`src/ueth_pkg.sv`:
```
package ueth_pkg;
	// Device-side register select
	localparam logic DEV_SEL_CSR = 1'b0;
	localparam logic DEV_SEL_FIFO = 1'b1;
	// Endpoint control/status word layout on the device port
	localparam int CSR_TX_COMPLETE = 0;
	localparam int CSR_RX_BANK0 = 1;
	localparam int CSR_SETUP = 2;
	localparam int CSR_TX_PKT_READY = 4;
	localparam int CSR_RX_BANK1 = 6;
	localparam int CSR_RXCNT_LSB = 16;
	localparam int CSR_RXCNT_W = 11;
	// Flags that software clears by writing 0; writing 1 leaves them alone
	localparam logic [31:0] CSR_KEEP = 32'h0000_0047;
	localparam logic [31:0] CSR_SET_TX_READY = 32'h0000_0010;
	// Buffer sizes
	localparam int BUF_DEPTH = 64;
	localparam int BUF_AW = 6;
	localparam int SETUP_LEN = 8;
	localparam logic [BUF_AW:0] SETUP_LAST = 7'h07;
	// Wishbone register byte offsets
	localparam logic [7:0] REG_CTRL = 8'h00;
	localparam logic [7:0] REG_CMD = 8'h04;
	localparam logic [7:0] REG_STATUS = 8'h08;
	localparam logic [7:0] REG_TXDATA = 8'h0C;
	localparam logic [7:0] REG_RXDATA = 8'h10;
	localparam logic [7:0] REG_RXCOUNT = 8'h14;
	localparam logic [7:0] REG_SETUP_LO = 8'h18;
	localparam logic [7:0] REG_SETUP_HI = 8'h1C;
	// CTRL bits
	localparam int CTRL_EN = 0;
	localparam int CTRL_PINGPONG = 1;
	localparam int CTRL_ISO = 2;
	// STATUS bits (write 1 to bits 1..4 to clear them)
	localparam int ST_TX_PEND = 0;
	localparam int ST_TX_DONE = 1;
	localparam int ST_RX_VALID = 2;
	localparam int ST_SETUP_VALID = 3;
	localparam int ST_ERR = 4;
	localparam int ST_BUSY = 5;
	typedef enum logic [3:0] {
		S_IDLE, S_POLL, S_SETUP, S_CLR_SETUP, S_RX, S_CLR_RX,
		S_TX, S_SET_RDY, S_CLR_COMP
	} ueth_state_e;
endpackage : ueth_pkg

```
`src/ueth_dev_port.sv`:
```
`timescale 1ns/10ps
// One access to the device: strobe for one cycle, read data taken at the end of the strobe cycle
module ueth_dev_port (
	input wire logic i_core_clk,
	input wire logic i_srst,
	input wire logic i_req,
	input wire logic i_we,
	input wire logic i_sel,
	input wire logic [31:0] i_wdata,
	output logic o_done,
	output logic [31:0] o_rdata,
	output logic o_dev_sel,
	output logic o_dev_wr,
	output logic o_dev_rd,
	output logic [31:0] o_dev_wdata,
	input wire logic [31:0] i_dev_rdata
);
	import ueth_pkg::*;

	always_ff @(posedge i_core_clk) begin
		if (i_srst) begin
			o_dev_wr <= 1'b0;
			o_dev_rd <= 1'b0;
			o_dev_sel <= DEV_SEL_CSR;
			o_dev_wdata <= 32'h0000_0000;
		end else begin
			o_dev_wr <= i_req & i_we;
			o_dev_rd <= i_req & ~i_we;
			if (i_req) begin
				o_dev_sel <= i_sel;
				o_dev_wdata <= i_wdata;
			end
		end
	end

	always_ff @(posedge i_core_clk) begin
		if (i_srst) begin
			o_done <= 1'b0;
			o_rdata <= 32'h0000_0000;
		end else begin
			o_done <= o_dev_wr | o_dev_rd;
			if (o_dev_rd) begin
				o_rdata <= i_dev_rdata;
			end
		end
	end
endmodule : ueth_dev_port

```
`src/ueth_host.sv`:
```
`timescale 1ns/10ps
// How it works
// - Status OUT stage: host sends empty packet
// - Control and setup only on single-bank endpoints
// - Read whole setup packet before clearing flag
// - Isochronous IN only on ping-pong endpoints
// - Wait ready clear, write bytes, set ready
// - Clear complete only after next ready set; the code clears it at once when no next packet is staged
// - Fill second bank without waiting ready clear
// - After complete, set ready releasing second bank
// - Isochronous OUT only on ping-pong endpoints; the receive path does not check this
// - Clear receive flag after last FIFO access
// - Both flags set: clear banks alternately
module ueth_host (
	input wire logic i_core_clk,
	input wire logic i_srst,
	input wire logic i_wb_cyc,
	input wire logic i_wb_stb,
	input wire logic i_wb_we,
	input wire logic [7:0] i_wb_adr,
	input wire logic [3:0] i_wb_sel,
	input wire logic [31:0] i_wb_dat,
	output logic [31:0] o_wb_dat,
	output logic o_wb_ack,
	output logic o_dev_sel,
	output logic o_dev_wr,
	output logic o_dev_rd,
	output logic [31:0] o_dev_wdata,
	input wire logic [31:0] i_dev_rdata,
	input wire logic i_dev_irq
);
	import ueth_pkg::*;

	ueth_state_e state;
	logic [2:0] ctrl;
	logic tx_pend, tx_done, rx_valid, setup_valid, err;
	logic [BUF_AW:0] tx_len, rx_len, idx;
	logic [7:0] tx_buf [BUF_DEPTH];
	logic [7:0] rx_buf [BUF_DEPTH];
	logic [7:0] setup_buf [SETUP_LEN];
	logic [BUF_AW-1:0] rx_rptr;
	logic [CSR_RXCNT_W-1:0] rx_cnt;
	logic tx_inflight, pp_held, clr_after, rx_next_bank, rx_bank;
	logic acc_req, acc_we, acc_sel, acc_pend, acc_done;
	logic [31:0] acc_wdata, acc_rdata, csr;
	logic wb_hit, wr_ctrl, wr_cmd, wr_status, wr_txdata, rd_rxdata;
	logic cmd_ok, dev_wait;

	assign wb_hit = i_wb_cyc & i_wb_stb & ~o_wb_ack;
	assign wr_ctrl = wb_hit & i_wb_we & (i_wb_adr == REG_CTRL) & i_wb_sel[0];
	assign wr_cmd = wb_hit & i_wb_we & (i_wb_adr == REG_CMD) & i_wb_sel[0];
	assign wr_status = wb_hit & i_wb_we & (i_wb_adr == REG_STATUS) & i_wb_sel[0];
	assign wr_txdata = wb_hit & i_wb_we & (i_wb_adr == REG_TXDATA) & i_wb_sel[0];
	assign rd_rxdata = wb_hit & ~i_wb_we & (i_wb_adr == REG_RXDATA);
	// Isochronous IN needs both banks; the send command is refused otherwise
	assign cmd_ok = ~ctrl[CTRL_ISO] | ctrl[CTRL_PINGPONG];
	// A request may be issued only while no device access is outstanding
	assign dev_wait = acc_pend | acc_req;
	assign csr = acc_rdata;

	ueth_dev_port u_port (
		.i_core_clk(i_core_clk),
		.i_srst(i_srst),
		.i_req(acc_req),
		.i_we(acc_we),
		.i_sel(acc_sel),
		.i_wdata(acc_wdata),
		.o_done(acc_done),
		.o_rdata(acc_rdata),
		.o_dev_sel(o_dev_sel),
		.o_dev_wr(o_dev_wr),
		.o_dev_rd(o_dev_rd),
		.o_dev_wdata(o_dev_wdata),
		.i_dev_rdata(i_dev_rdata)
	);

	// Wishbone answer: ack one cycle after the request, dropped the next cycle
	always_ff @(posedge i_core_clk) begin
		if (i_srst) begin
			o_wb_ack <= 1'b0;
			o_wb_dat <= 32'h0000_0000;
		end else begin
			o_wb_ack <= wb_hit;
			if (wb_hit & ~i_wb_we) begin
				if (i_wb_adr == REG_CTRL) begin
					o_wb_dat <= {29'h0000_0000, ctrl};
				end else if (i_wb_adr == REG_STATUS) begin
					o_wb_dat <= {26'h000_0000, state != S_IDLE, err, setup_valid,
						rx_valid, tx_done, tx_pend};
				end else if (i_wb_adr == REG_RXDATA) begin
					o_wb_dat <= {24'h00_0000, rx_buf[rx_rptr]};
				end else if (i_wb_adr == REG_RXCOUNT) begin
					o_wb_dat <= {21'h00_0000, rx_cnt};
				end else if (i_wb_adr == REG_SETUP_LO) begin
					o_wb_dat <= {setup_buf[3], setup_buf[2], setup_buf[1], setup_buf[0]};
				end else if (i_wb_adr == REG_SETUP_HI) begin
					o_wb_dat <= {setup_buf[7], setup_buf[6], setup_buf[5], setup_buf[4]};
				end else begin
					o_wb_dat <= 32'h0000_0000;
				end
			end
		end
	end

	always_ff @(posedge i_core_clk) begin
		if (i_srst) begin
			ctrl <= 3'h0;
		end else if (wr_ctrl) begin
			ctrl <= i_wb_dat[2:0];
		end
	end

	// Transmit staging buffer, one byte per write
	always_ff @(posedge i_core_clk) begin
		if (i_srst) begin
			tx_len <= 7'h00;
		end else if ((wr_cmd & ~i_wb_dat[0] & ~tx_pend) | (state == S_SET_RDY & acc_done)) begin
			// Staging survives the send command and empties once the packet is handed over
			tx_len <= 7'h00;
		end else if (wr_txdata & ~tx_pend & (tx_len != 7'h40)) begin
			tx_len <= tx_len + 7'h01;
		end
	end

	genvar g;
	generate
		for (g = 0; g < BUF_DEPTH; g++) begin : g_txbuf
			always_ff @(posedge i_core_clk) begin
				if (wr_txdata & ~tx_pend & (tx_len == 7'(g))) begin
					tx_buf[g] <= i_wb_dat[7:0];
				end
			end
		end
	endgenerate

	// Send command latches the staged length; zero length is the status IN packet
	always_ff @(posedge i_core_clk) begin
		if (i_srst) begin
			tx_pend <= 1'b0;
		end else if (wr_cmd & i_wb_dat[0] & ~tx_pend & cmd_ok) begin
			tx_pend <= 1'b1;
		end else if (state == S_SET_RDY & acc_done) begin
			tx_pend <= 1'b0;
		end
	end

	always_ff @(posedge i_core_clk) begin
		if (i_srst) begin
			rx_rptr <= 6'h00;
		end else if (wr_status & i_wb_dat[ST_RX_VALID]) begin
			rx_rptr <= 6'h00;
		end else if (rd_rxdata) begin
			rx_rptr <= rx_rptr + 6'h01;
		end
	end

	always_ff @(posedge i_core_clk) begin
		if (i_srst) begin
			acc_pend <= 1'b0;
		end else if (acc_req) begin
			acc_pend <= 1'b1;
		end else if (acc_done) begin
			acc_pend <= 1'b0;
		end
	end

	// Sequencer: poll the endpoint word, then serve setup, receive, then transmit
	always_ff @(posedge i_core_clk) begin
		if (i_srst) begin
			state <= S_IDLE;
			acc_req <= 1'b0;
			acc_we <= 1'b0;
			acc_sel <= DEV_SEL_CSR;
			acc_wdata <= 32'h0000_0000;
			idx <= 7'h00;
			rx_len <= 7'h00;
			rx_cnt <= 11'h000;
			tx_inflight <= 1'b0;
			pp_held <= 1'b0;
			clr_after <= 1'b0;
			rx_next_bank <= 1'b0;
			rx_bank <= 1'b0;
			err <= 1'b0;
		end else begin
			acc_req <= 1'b0;
			if (wr_status & i_wb_dat[ST_ERR]) begin
				err <= 1'b0;
			end
			case (state)
			S_IDLE: begin
				if (ctrl[CTRL_EN] & ~dev_wait & (i_dev_irq | tx_pend | tx_inflight)) begin
					acc_req <= 1'b1;
					acc_we <= 1'b0;
					acc_sel <= DEV_SEL_CSR;
					state <= S_POLL;
				end
			end
			S_POLL: begin
				if (acc_done) begin
					idx <= 7'h00;
					if (csr[CSR_SETUP] & ~setup_valid) begin
						// Setup on a two-bank endpoint is a misconfiguration; still drained
						err <= err | ctrl[CTRL_PINGPONG];
						state <= S_SETUP;
					end else if (~rx_valid & ~csr[CSR_SETUP] &
						((~ctrl[CTRL_PINGPONG] | ~rx_next_bank) & csr[CSR_RX_BANK0] |
						ctrl[CTRL_PINGPONG] & rx_next_bank & csr[CSR_RX_BANK1])) begin
						// Bank order is tracked here, never inferred from the flags
						rx_bank <= ctrl[CTRL_PINGPONG] & rx_next_bank;
						rx_cnt <= csr[CSR_RXCNT_LSB +: CSR_RXCNT_W];
						rx_len <= (csr[CSR_RXCNT_LSB +: CSR_RXCNT_W] > 11'h040) ? 7'h40 :
							csr[CSR_RXCNT_LSB +: BUF_AW+1];
						state <= (csr[CSR_RXCNT_LSB +: CSR_RXCNT_W] == 11'h000) ?
							S_CLR_RX : S_RX;
					end else if (csr[CSR_TX_COMPLETE] & tx_inflight) begin
						// Bank freed by the host's ACK; reload before clearing complete
						if (ctrl[CTRL_PINGPONG] & pp_held) begin
							clr_after <= 1'b1;
							state <= S_SET_RDY;
						end else if (~ctrl[CTRL_PINGPONG] & tx_pend) begin
							clr_after <= 1'b1;
							state <= (tx_len == 7'h00) ? S_SET_RDY : S_TX;
						end else begin
							state <= S_CLR_COMP;
						end
					end else if (tx_pend & ~pp_held &
						(ctrl[CTRL_PINGPONG] | ~csr[CSR_TX_PKT_READY] & ~tx_inflight)) begin
						// Second bank may be filled while the first is still owned
						clr_after <= 1'b0;
						state <= (tx_len == 7'h00) ? S_SET_RDY : S_TX;
					end else begin
						// Nothing released yet: device NAKs, so poll again later
						state <= S_IDLE;
					end
				end
			end
			S_SETUP: begin
				if (~dev_wait & (idx != 7'h08)) begin
					acc_req <= 1'b1;
					acc_we <= 1'b0;
					acc_sel <= DEV_SEL_FIFO;
				end
				if (acc_done) begin
					idx <= idx + 7'h01;
					if (idx == SETUP_LAST) begin
						state <= S_CLR_SETUP;
					end
				end
			end
			S_CLR_SETUP: begin
				if (~dev_wait & ~acc_done) begin
					acc_req <= 1'b1;
					acc_we <= 1'b1;
					acc_sel <= DEV_SEL_CSR;
					acc_wdata <= CSR_KEEP & ~(32'h0000_0001 << CSR_SETUP);
				end
				if (acc_done) begin
					state <= S_IDLE;
				end
			end
			S_RX: begin
				if (~dev_wait & (idx != rx_len)) begin
					acc_req <= 1'b1;
					acc_we <= 1'b0;
					acc_sel <= DEV_SEL_FIFO;
				end
				if (acc_done) begin
					idx <= idx + 7'h01;
					if (idx + 7'h01 == rx_len) begin
						state <= S_CLR_RX;
					end
				end
			end
			S_CLR_RX: begin
				// Flag released only after the last FIFO read has completed
				if (~dev_wait & ~acc_done) begin
					acc_req <= 1'b1;
					acc_we <= 1'b1;
					acc_sel <= DEV_SEL_CSR;
					acc_wdata <= CSR_KEEP & ~(32'h0000_0001 <<
						(rx_bank ? CSR_RX_BANK1 : CSR_RX_BANK0));
				end
				if (acc_done) begin
					rx_next_bank <= ctrl[CTRL_PINGPONG] & ~rx_bank;
					state <= S_IDLE;
				end
			end
			S_TX: begin
				if (~dev_wait & (idx != tx_len)) begin
					acc_req <= 1'b1;
					acc_we <= 1'b1;
					acc_sel <= DEV_SEL_FIFO;
					acc_wdata <= {24'h00_0000, tx_buf[idx[BUF_AW-1:0]]};
				end
				if (acc_done) begin
					idx <= idx + 7'h01;
					if (idx + 7'h01 == tx_len) begin
						if (ctrl[CTRL_PINGPONG] & tx_inflight) begin
							// Hold this bank until the first one completes
							pp_held <= 1'b1;
							state <= S_IDLE;
						end else begin
							state <= S_SET_RDY;
						end
					end
				end
			end
			S_SET_RDY: begin
				if (~dev_wait & ~acc_done) begin
					acc_req <= 1'b1;
					acc_we <= 1'b1;
					acc_sel <= DEV_SEL_CSR;
					acc_wdata <= CSR_KEEP | CSR_SET_TX_READY;
				end
				if (acc_done) begin
					tx_inflight <= 1'b1;
					pp_held <= 1'b0;
					state <= clr_after ? S_CLR_COMP : S_IDLE;
				end
			end
			S_CLR_COMP: begin
				if (~dev_wait & ~acc_done) begin
					acc_req <= 1'b1;
					acc_we <= 1'b1;
					acc_sel <= DEV_SEL_CSR;
					acc_wdata <= CSR_KEEP & ~(32'h0000_0001 << CSR_TX_COMPLETE);
				end
				if (acc_done) begin
					tx_inflight <= clr_after;
					clr_after <= 1'b0;
					state <= S_IDLE;
				end
			end
			default: begin
				state <= S_IDLE;
			end
			endcase
		end
	end

	// Captured payloads, stored by byte index as each read returns
	always_ff @(posedge i_core_clk) begin
		if (acc_done & (state == S_SETUP)) begin
			setup_buf[idx[2:0]] <= acc_rdata[7:0];
		end
		if (acc_done & (state == S_RX)) begin
			rx_buf[idx[BUF_AW-1:0]] <= acc_rdata[7:0];
		end
	end

	// Hardware sets win over a software clear in the same cycle
	always_ff @(posedge i_core_clk) begin
		if (i_srst) begin
			rx_valid <= 1'b0;
			setup_valid <= 1'b0;
			tx_done <= 1'b0;
		end else begin
			if (state == S_CLR_RX & acc_done) begin
				rx_valid <= 1'b1;
			end else if (wr_status & i_wb_dat[ST_RX_VALID]) begin
				rx_valid <= 1'b0;
			end
			if (state == S_CLR_SETUP & acc_done) begin
				setup_valid <= 1'b1;
			end else if (wr_status & i_wb_dat[ST_SETUP_VALID]) begin
				setup_valid <= 1'b0;
			end
			if (state == S_CLR_COMP & acc_done) begin
				tx_done <= 1'b1;
			end else if (wr_status & i_wb_dat[ST_TX_DONE]) begin
				tx_done <= 1'b0;
			end
		end
	end
endmodule : ueth_host

```
`config.mk`:
```
export PLATFORM = sky130hd
export DESIGN_NAME = ueth_host
export DESIGN_NICKNAME = d
export VERILOG_FILES = /design/src/ueth_pkg.sv /design/src/ueth_dev_port.sv /design/src/ueth_host.sv
export SDC_FILE = /design/constraint.sdc
export NUM_CORES = 1
export LEC_CHECK = 0
export ABC_AREA = 1
export BUFFER_PORTS_ARGS = -buffer_cell sky130_fd_sc_hd__buf_2
export CAP_MARGIN = 20
export CORE_ASPECT_RATIO = 0.8
export CORE_MARGIN = 5
export CORE_UTILIZATION = 45
export CTS_BUF_LIST = sky130_fd_sc_hd__clkbuf_8 sky130_fd_sc_hd__clkbuf_16
export CTS_CLUSTER_DIAMETER = 40
export DETAILED_ROUTE_END_ITERATION = 16
export SLEW_MARGIN = 40
export SYNTH_ARGS = -nofsm -noshare
export SYNTH_HDL_FRONTEND = slang
export SYNTH_SLANG_ARGS = --single-unit
```
`constraint.sdc`:
```
create_clock -name i_core_clk -period 3.5 [get_ports i_core_clk]
set_clock_uncertainty 0.15 [all_clocks]
set_input_delay 0.35 -clock i_core_clk [delete_from_list [all_inputs] [get_ports i_core_clk]]
set_output_delay 0.35 -clock i_core_clk [all_outputs]
set_load 0.02 [all_outputs]
```
==> results_dict.tcl, run 1 <==
set metrics [dict create \
    power_mw 32.3 \
    area_growth_syn_to_layout_pct 15.8 \
    rsz0062_at_grt "false" \
    drc_errors 0 \
    gp_congestion 0.901 \
    fin_crit_ps 3160 \
    viasPerCell 5.58 \
    tightestPinTransition_ps 832 \
    antenna_found_initial 2 \
    crit_path_max_incr_delay_ps 610 \
    vias 34221 \
    final_common_cell "edfxtp_1" \
    crit_slowest_cell "dlygate4sd3_1" \
    min_path_cells 1 \
    die_h_um 308 \
    wl_um 133000 \
    worstPathRequired_ps 3990 \
    rr_worst_depth 14 \
    maxCapViolations 0 \
    drt-pass1-iter-count 8 \
    crit_top_cell "dlygate4sd3_1" \
    fin_nets 4663 \
    ys_warn_count 0 \
    die_w_um 383 \
    num-fill-cells 9500 \
    synth.distinct_cells 52 \
    dpl-instance-area_mm2 0.0527 \
    ctsResizeCount 0 \
    hold_class "in -> reg" \
    fin_ws_ps 338 \
    design_area_mm2 0.0580 \
    finalHoldViolations 0 \
    numCtsBuffers 141 \
    r2r_slack_ps 620 \
    worstSetupEndpointType "flop" \
    std_cell_rows 109 \
    netlist_instances 4383 \
    grt_util_all_layers_pct 22.2 \
    start_util_pct 45.3 \
    crit_family "buffers and inverters" \
    setup_viol 0 \
    maxSlewHeadroom_pct 44.3 \
    dp_slack_ps 620 \
    tns_ps 0 \
    utilization_pct 52.5 \
    grt_pass1_vias 32187 \
    crit_path_cell_trace "dlygate4sd3_1, buf_2, nor2_2, dlygate4sd3_1, nand3_1, dlygate4sd3_1, inv_1, nand4_1, o21ai_0, inv_1, o21ai_0, nor2_1" \
    ant_nets 0 \
    final_cell_mix "1088 x edfxtp_1, 914 x nand2_1, 538 x nor2_1, 536 x nand3_1, 347 x o21ai_0" \
    power_density_mw_per_mm2 557 \
    timing.rr.end "o_wb_dat[2]" \
    dieArea_mm2 0.118 \
    root_buffer "clkbuf_16" \
    cts_buffer_depth 3 \
    htreeDepth 4 \
    drt_iter0_markers 3777 \
    crit_buf_inv 6 \
    syn_area_mm2 0.0501 \
    hpwl_um 78700 \
    ir_drop_mv 0.557 \
    clkTransAtPathRegs_ps 60 \
    clk_latency_ps 750 \
    port_buffers 85 \
    outcome "finished clean" \
    power_leakage_nw 20.6 \
    synth-edff-count 1088 \
    drv_slew 0 \
    crit_type "in -> reg" \
    syn_area_per_cell_um2 11.4 \
    core_area_mm2 0.110 \
    postCtsSetupRepairBufs 0 \
    clock-sinks 1231 \
    timing.fmax_ghz 0.316 \
    grt_pass1_wl_um 200000 \
    wl_per_cell_um 21.7 \
    critPathArrivalTime_ps 3650 \
    post-route-period-util_pct 90.3 \
    overflow 0 \
    worstPathMaxFanout 4 \
    start_kind "input port" \
    ys_seq_elements 1231 \
    drive_gt1_share_pct 11.8 \
    ys_seq_area_share_pct 71.0 \
    synth_top_flop_cell "edfxtp_1" \
    ioPinCount 150 \
    hold_end "tx_buf[21][0]" \
    grt_start_max_net_pins 148 \
    cts_tree "done" \
    worstHoldStart "i_wb_dat[0]" \
    async_reset_ff_share_pct 0 \
]
## flip-flops by register name (all words and copies together), names as in the netlist, 6 cells and up, named ones only
name / count
rx_buf: 512
tx_buf: 512
setup_buf: 64
o_wb_dat: 32
u_port.o_rdata: 19
rx_cnt: 11
acc_wdata: 8
u_port.o_dev_wdata: 8
idx: 7
rx_len: 7
tx_len: 7
rx_rptr: 6
## power by group
part	switching, mW	internal [mW]	leakage, nW	total, mW
Clock	6.10	9.06	2.43	15.2
Combinational	0.708	0.219	7.16	0.927
Sequential	0.0927	16.1	11.0	16.2
## through the flow
step           instances  hold slack, ps
2_1_floorplan       4406             276
3_3_place_gp        5836             305
3_5_place_dp        5837             306
4_1_cts             6130            10.3
5_1_grt             6133            54.4
6_report            6134            60.3
## worst max-delay path by stage
| stage | cells after the start | startpoint | endpoint | slack (ps) |
|---|---|---|---|---|
| 6_report | 12 | i_wb_adr[0] | tx_len[4] | 340 |
| 5_1_grt | 12 | i_wb_adr[0] | tx_len[5] | 180 |
| 4_1_cts | 12 | i_wb_adr[0] | tx_len[0] | 380 |
| 3_5_place_dp | 10 | i_wb_adr[1] | tx_buf[42][0] | 620 |
| 3_3_place_gp | 10 | i_wb_adr[1] | tx_buf[41][4] | 670 |
| 2_1_floorplan | 6 | o_wb_ack | tx_buf[63][0] | 970 |
## cells by family (layout without fill, tap and decap cells)
family	Yosys count	count (layout)	synth area share, %
fa+ha+maj	7	7	0.175
simple gates	2062	2062	17.2
other cells	1	26	0.00749
buf+inv	402	685	3.68
compound gates	660	660	7.60
flops	1231	1231	71.0
xor+xnor	20	20	0.350
## final cells by class
class / count / area (um2) / share of cell area, %
sequential: 1231 / 35600 / 61.3
multi-input combinational: 2773 / 12800 / 22.1
clock buffer: 147 / 3640 / 6.29
timing repair buffer: 315 / 2490 / 4.30
tap: 1443 / 1810 / 3.11
clock inverter: 111 / 1200 / 2.08
inverter: 112 / 434 / 0.749
antenna: 2 / 5.00 / 0.00863
## cells in the mapped netlist (all sizes together), types with 2 or more instances
cell | instances | area [um2]
a211oi | 3 | 22.5
a21oi | 113 | 581
a221oi | 2 | 17.5
a22oi | 2 | 15.0
a32o | 27 | 270
a41oi | 2 | 17.5
buf | 164 | 946
clkbuf | 126 | 473
clkinv | 6 | 22.5
dfxtp | 143 | 2860
edfxtp | 1088 | 32700
ha | 7 | 87.6
inv | 106 | 400
nand2 | 920 | 3470
nand3 | 537 | 2690
nand3b | 2 | 27.5
nand4 | 16 | 100
nor2 | 549 | 2100
nor3 | 20 | 120
nor4 | 13 | 87.6
o211ai | 7 | 52.6
o21a | 2 | 15.0
o21ai | 357 | 1790
o221ai | 45 | 394
o22ai | 94 | 588
o31ai | 3 | 22.5
or2 | 2 | 12.5
xnor2 | 7 | 61.3
xor2 | 13 | 114
## layer usage
layer	vias up	share of wire (%)	track usage [%]
li1	15970	-	-
met1	16720	46	33.5
met2	1330	43	32.2
met3	201	8.8	5.05
met4	0	2.3	6.61
met5	-	0	0
## repair_timing
action | 4_1_cts | 5_1_grt
hold buffers | 35 | 1
endpoints found under the hold margin | 153 | 42
setup endpoints to repair | 0 | 0
Power figures use the tool's default switching activity.
==> inputs of run 2 (changes only) <==
--- a/config.mk
+++ b/config.mk
@@ -9,7 +9,6 @@
 export BUFFER_PORTS_ARGS = -buffer_cell sky130_fd_sc_hd__buf_2
 export CAP_MARGIN = 20
 export CORE_ASPECT_RATIO = 0.8
-export CORE_MARGIN = 5
 export CORE_UTILIZATION = 45
 export CTS_BUF_LIST = sky130_fd_sc_hd__clkbuf_8 sky130_fd_sc_hd__clkbuf_16
 export CTS_CLUSTER_DIAMETER = 40
==> run 2 against run 1 <==
Clock power fell by 3%. Highest routed layer unchanged. Core utilization barely moved. Setup slack improved by 290 ps. Sequential share of layout area barely moved. Global-route usage rose by 0.70 points. Flip-flop and latch count did not move. Routed wire length fell by 2.6%. Sequential power barely moved. Cell count barely moved. Die area fell by 4.6%. Register-to-register slack barely moved. Final area barely moved.
==> results_dict.tcl, run 2 (same netlist as run 1, synthesis figures left out) <==
set metrics [dict create \
    crit_family "buffers and inverters" \
    start_util_pct 45.4 \
    crit_top_cell "dlygate4sd3_1" \
    grt_util_all_layers_pct 22.9 \
    ir_drop_mv 0.587 \
    die_w_um 375 \
    rsz0062_at_grt "false" \
    worstHoldStart "i_wb_dat[3]" \
    drt_iter0_markers 3394 \
    timing.fmax_ghz 0.348 \
    std_cell_rows 109 \
    fin_nets 4672 \
    vias 34065 \
    wl_per_cell_um 21.2 \
    tns_ps 0 \
    overflow 0 \
    power_leakage_nw 20.6 \
    finalHoldViolations 0 \
    antenna_found_initial 1 \
    final_cell_mix "1088 x edfxtp_1, 914 x nand2_1, 537 x nor2_1, 536 x nand3_1, 347 x o21ai_0" \
    clkTransAtPathRegs_ps 60 \
    worstSetupEndpointType "flop" \
    hold_class "in -> reg" \
    root_buffer "clkbuf_16" \
    crit_buf_inv 2 \
    outcome "finished clean" \
    setup_viol 0 \
    timing.rr.start "o_wb_ack" \
    postCtsSetupRepairBufs 0 \
    core_area_mm2 0.110 \
    final_common_cell "edfxtp_1" \
    maxCapViolations 0 \
    drc_errors 0 \
    port_buffers 85 \
    area_growth_syn_to_layout_pct 15.7 \
    post-route-period-util_pct 82.1 \
    dieArea_mm2 0.113 \
    timing.hold.ws_ps 43.9 \
    critPathArrivalTime_ps 3390 \
    drive_gt1_share_pct 12.0 \
    start_kind "flop" \
    numCtsBuffers 142 \
    gp_congestion 0.870 \
    cts_tree "done" \
    power_density_mw_per_mm2 550 \
    utilization_pct 52.5 \
    fin_cells 6139 \
    antenna_cells 0 \
    drv_slew 0 \
    worstPathRequired_ps 4010 \
    viasPerCell 5.55 \
    grt_start_max_net_pins 127 \
    cts_buffer_depth 3 \
    ant_nets 0 \
    htreeDepth 4 \
    tightestPinTransition_ps 846 \
    wl_um 130000 \
    clock-sinks 1231 \
    maxSlewHeadroom_pct 43.4 \
    crit_path_max_incr_delay_ps 660 \
    hpwl_um 76600 \
    crit_start "o_wb_ack" \
    crit_type "reg -> reg" \
    grt_pass1_vias 31897 \
    fin_crit_ps 2870 \
    crit_slowest_cell "dlygate4sd3_1" \
    ioPinCount 150 \
    drt-pass1-iter-count 5 \
    die_h_um 300 \
    crit_path_cell_trace "nand3b_4, dlygate4sd3_1, nor4_1, nand4_1, dlygate4sd3_1, o21ai_0, a21oi_1" \
    grt_pass1_wl_um 195000 \
    clk_latency_ps 770 \
    placed_cells 5845 \
    worstPathMaxFanout 3 \
]
run 2: changes by cell type in the layout (fill, tap and decap cells not counted), sizes merged:
cell	previous run	this run
clkbuf	147	152
dlygate4sd3	36	35
bufinv	19	12
buf	279	288
clkinv	52	49
clkinvlp	9	14
diode	2	0
inv	143	142
run 2: per-stage QoR:
step | worst slack, ps | area [um2] | total power [mW]
floorplan | 968 | 50200 | 17.0
global placement | 724 | 52800 | 17.4
detailed placement | 652 | 52800 | 17.4
CTS | 540 | 57900 | 32.1
global route | 491 | 57900 | 32.8
finish | 625 | 57900 | 31.9
run 2: report_power, final:
group | leakage, nW | switching [mW] | internal [mW] | total [mW]
Combinational | 7.23 | 0.684 | 0.216 | 0.900
Clock | 2.37 | 6.06 | 8.70 | 14.8
Sequential | 11.0 | 0.102 | 16.1 | 16.2
Total | 20.6 | 6.85 | 25.0 | 31.9
run 2: metal layers:
| metal | vias to the layer above | GRT usage, % | share of wire, % |
|---|---|---|---|
| met1 | 16585 | 34.1 | 46 |
| li1 | 15985 | - | - |
| met5 | - | 0 | 0 |
| met3 | 212 | 5.17 | 8.6 |
| met4 | 0 | 7.86 | 2.6 |
| met2 | 1283 | 33.1 | 43 |
run 2: area by class of cell:
cell class                      instances  area (um2)
Inverter                              112         434
Sequential cell                      1231       35600
Fill cell                            9398       52400
Clock buffer                          152        3750
Timing Repair Buffer                  323        2580
Tap cell                             1443        1810
Multi-Input combinational cell       2773       12800
Clock inverter                        105         991
run 2: worst reg2reg max path, stage by stage, from the launching register on:
cell and delay (ps):
dfxtp_1 310, nand3b_4 170, dlygate4sd3_1 660, nor4_1 500, nand4_1 180, dlygate4sd3_1 610
o21ai_0 150, a21oi_1 50
run 2: path summary, 6_finish.rpt:
kind / endpoint / depth (start not counted) / slack [ps]
worst max-delay path: tx_len[3] / 7 / 630
worst min-delay path: tx_buf[33][3] / 1 / 40
worst max register to register: tx_len[3] / 7 / 630
worst min register to register: o_wb_dat[11] / 2 / 310
run 2: what timing repair did:
item	CTS	global route
hold buffers	35	0
setup endpoints to repair	0	0
endpoints found under the hold margin	121	0
gates resized for setup	0	0
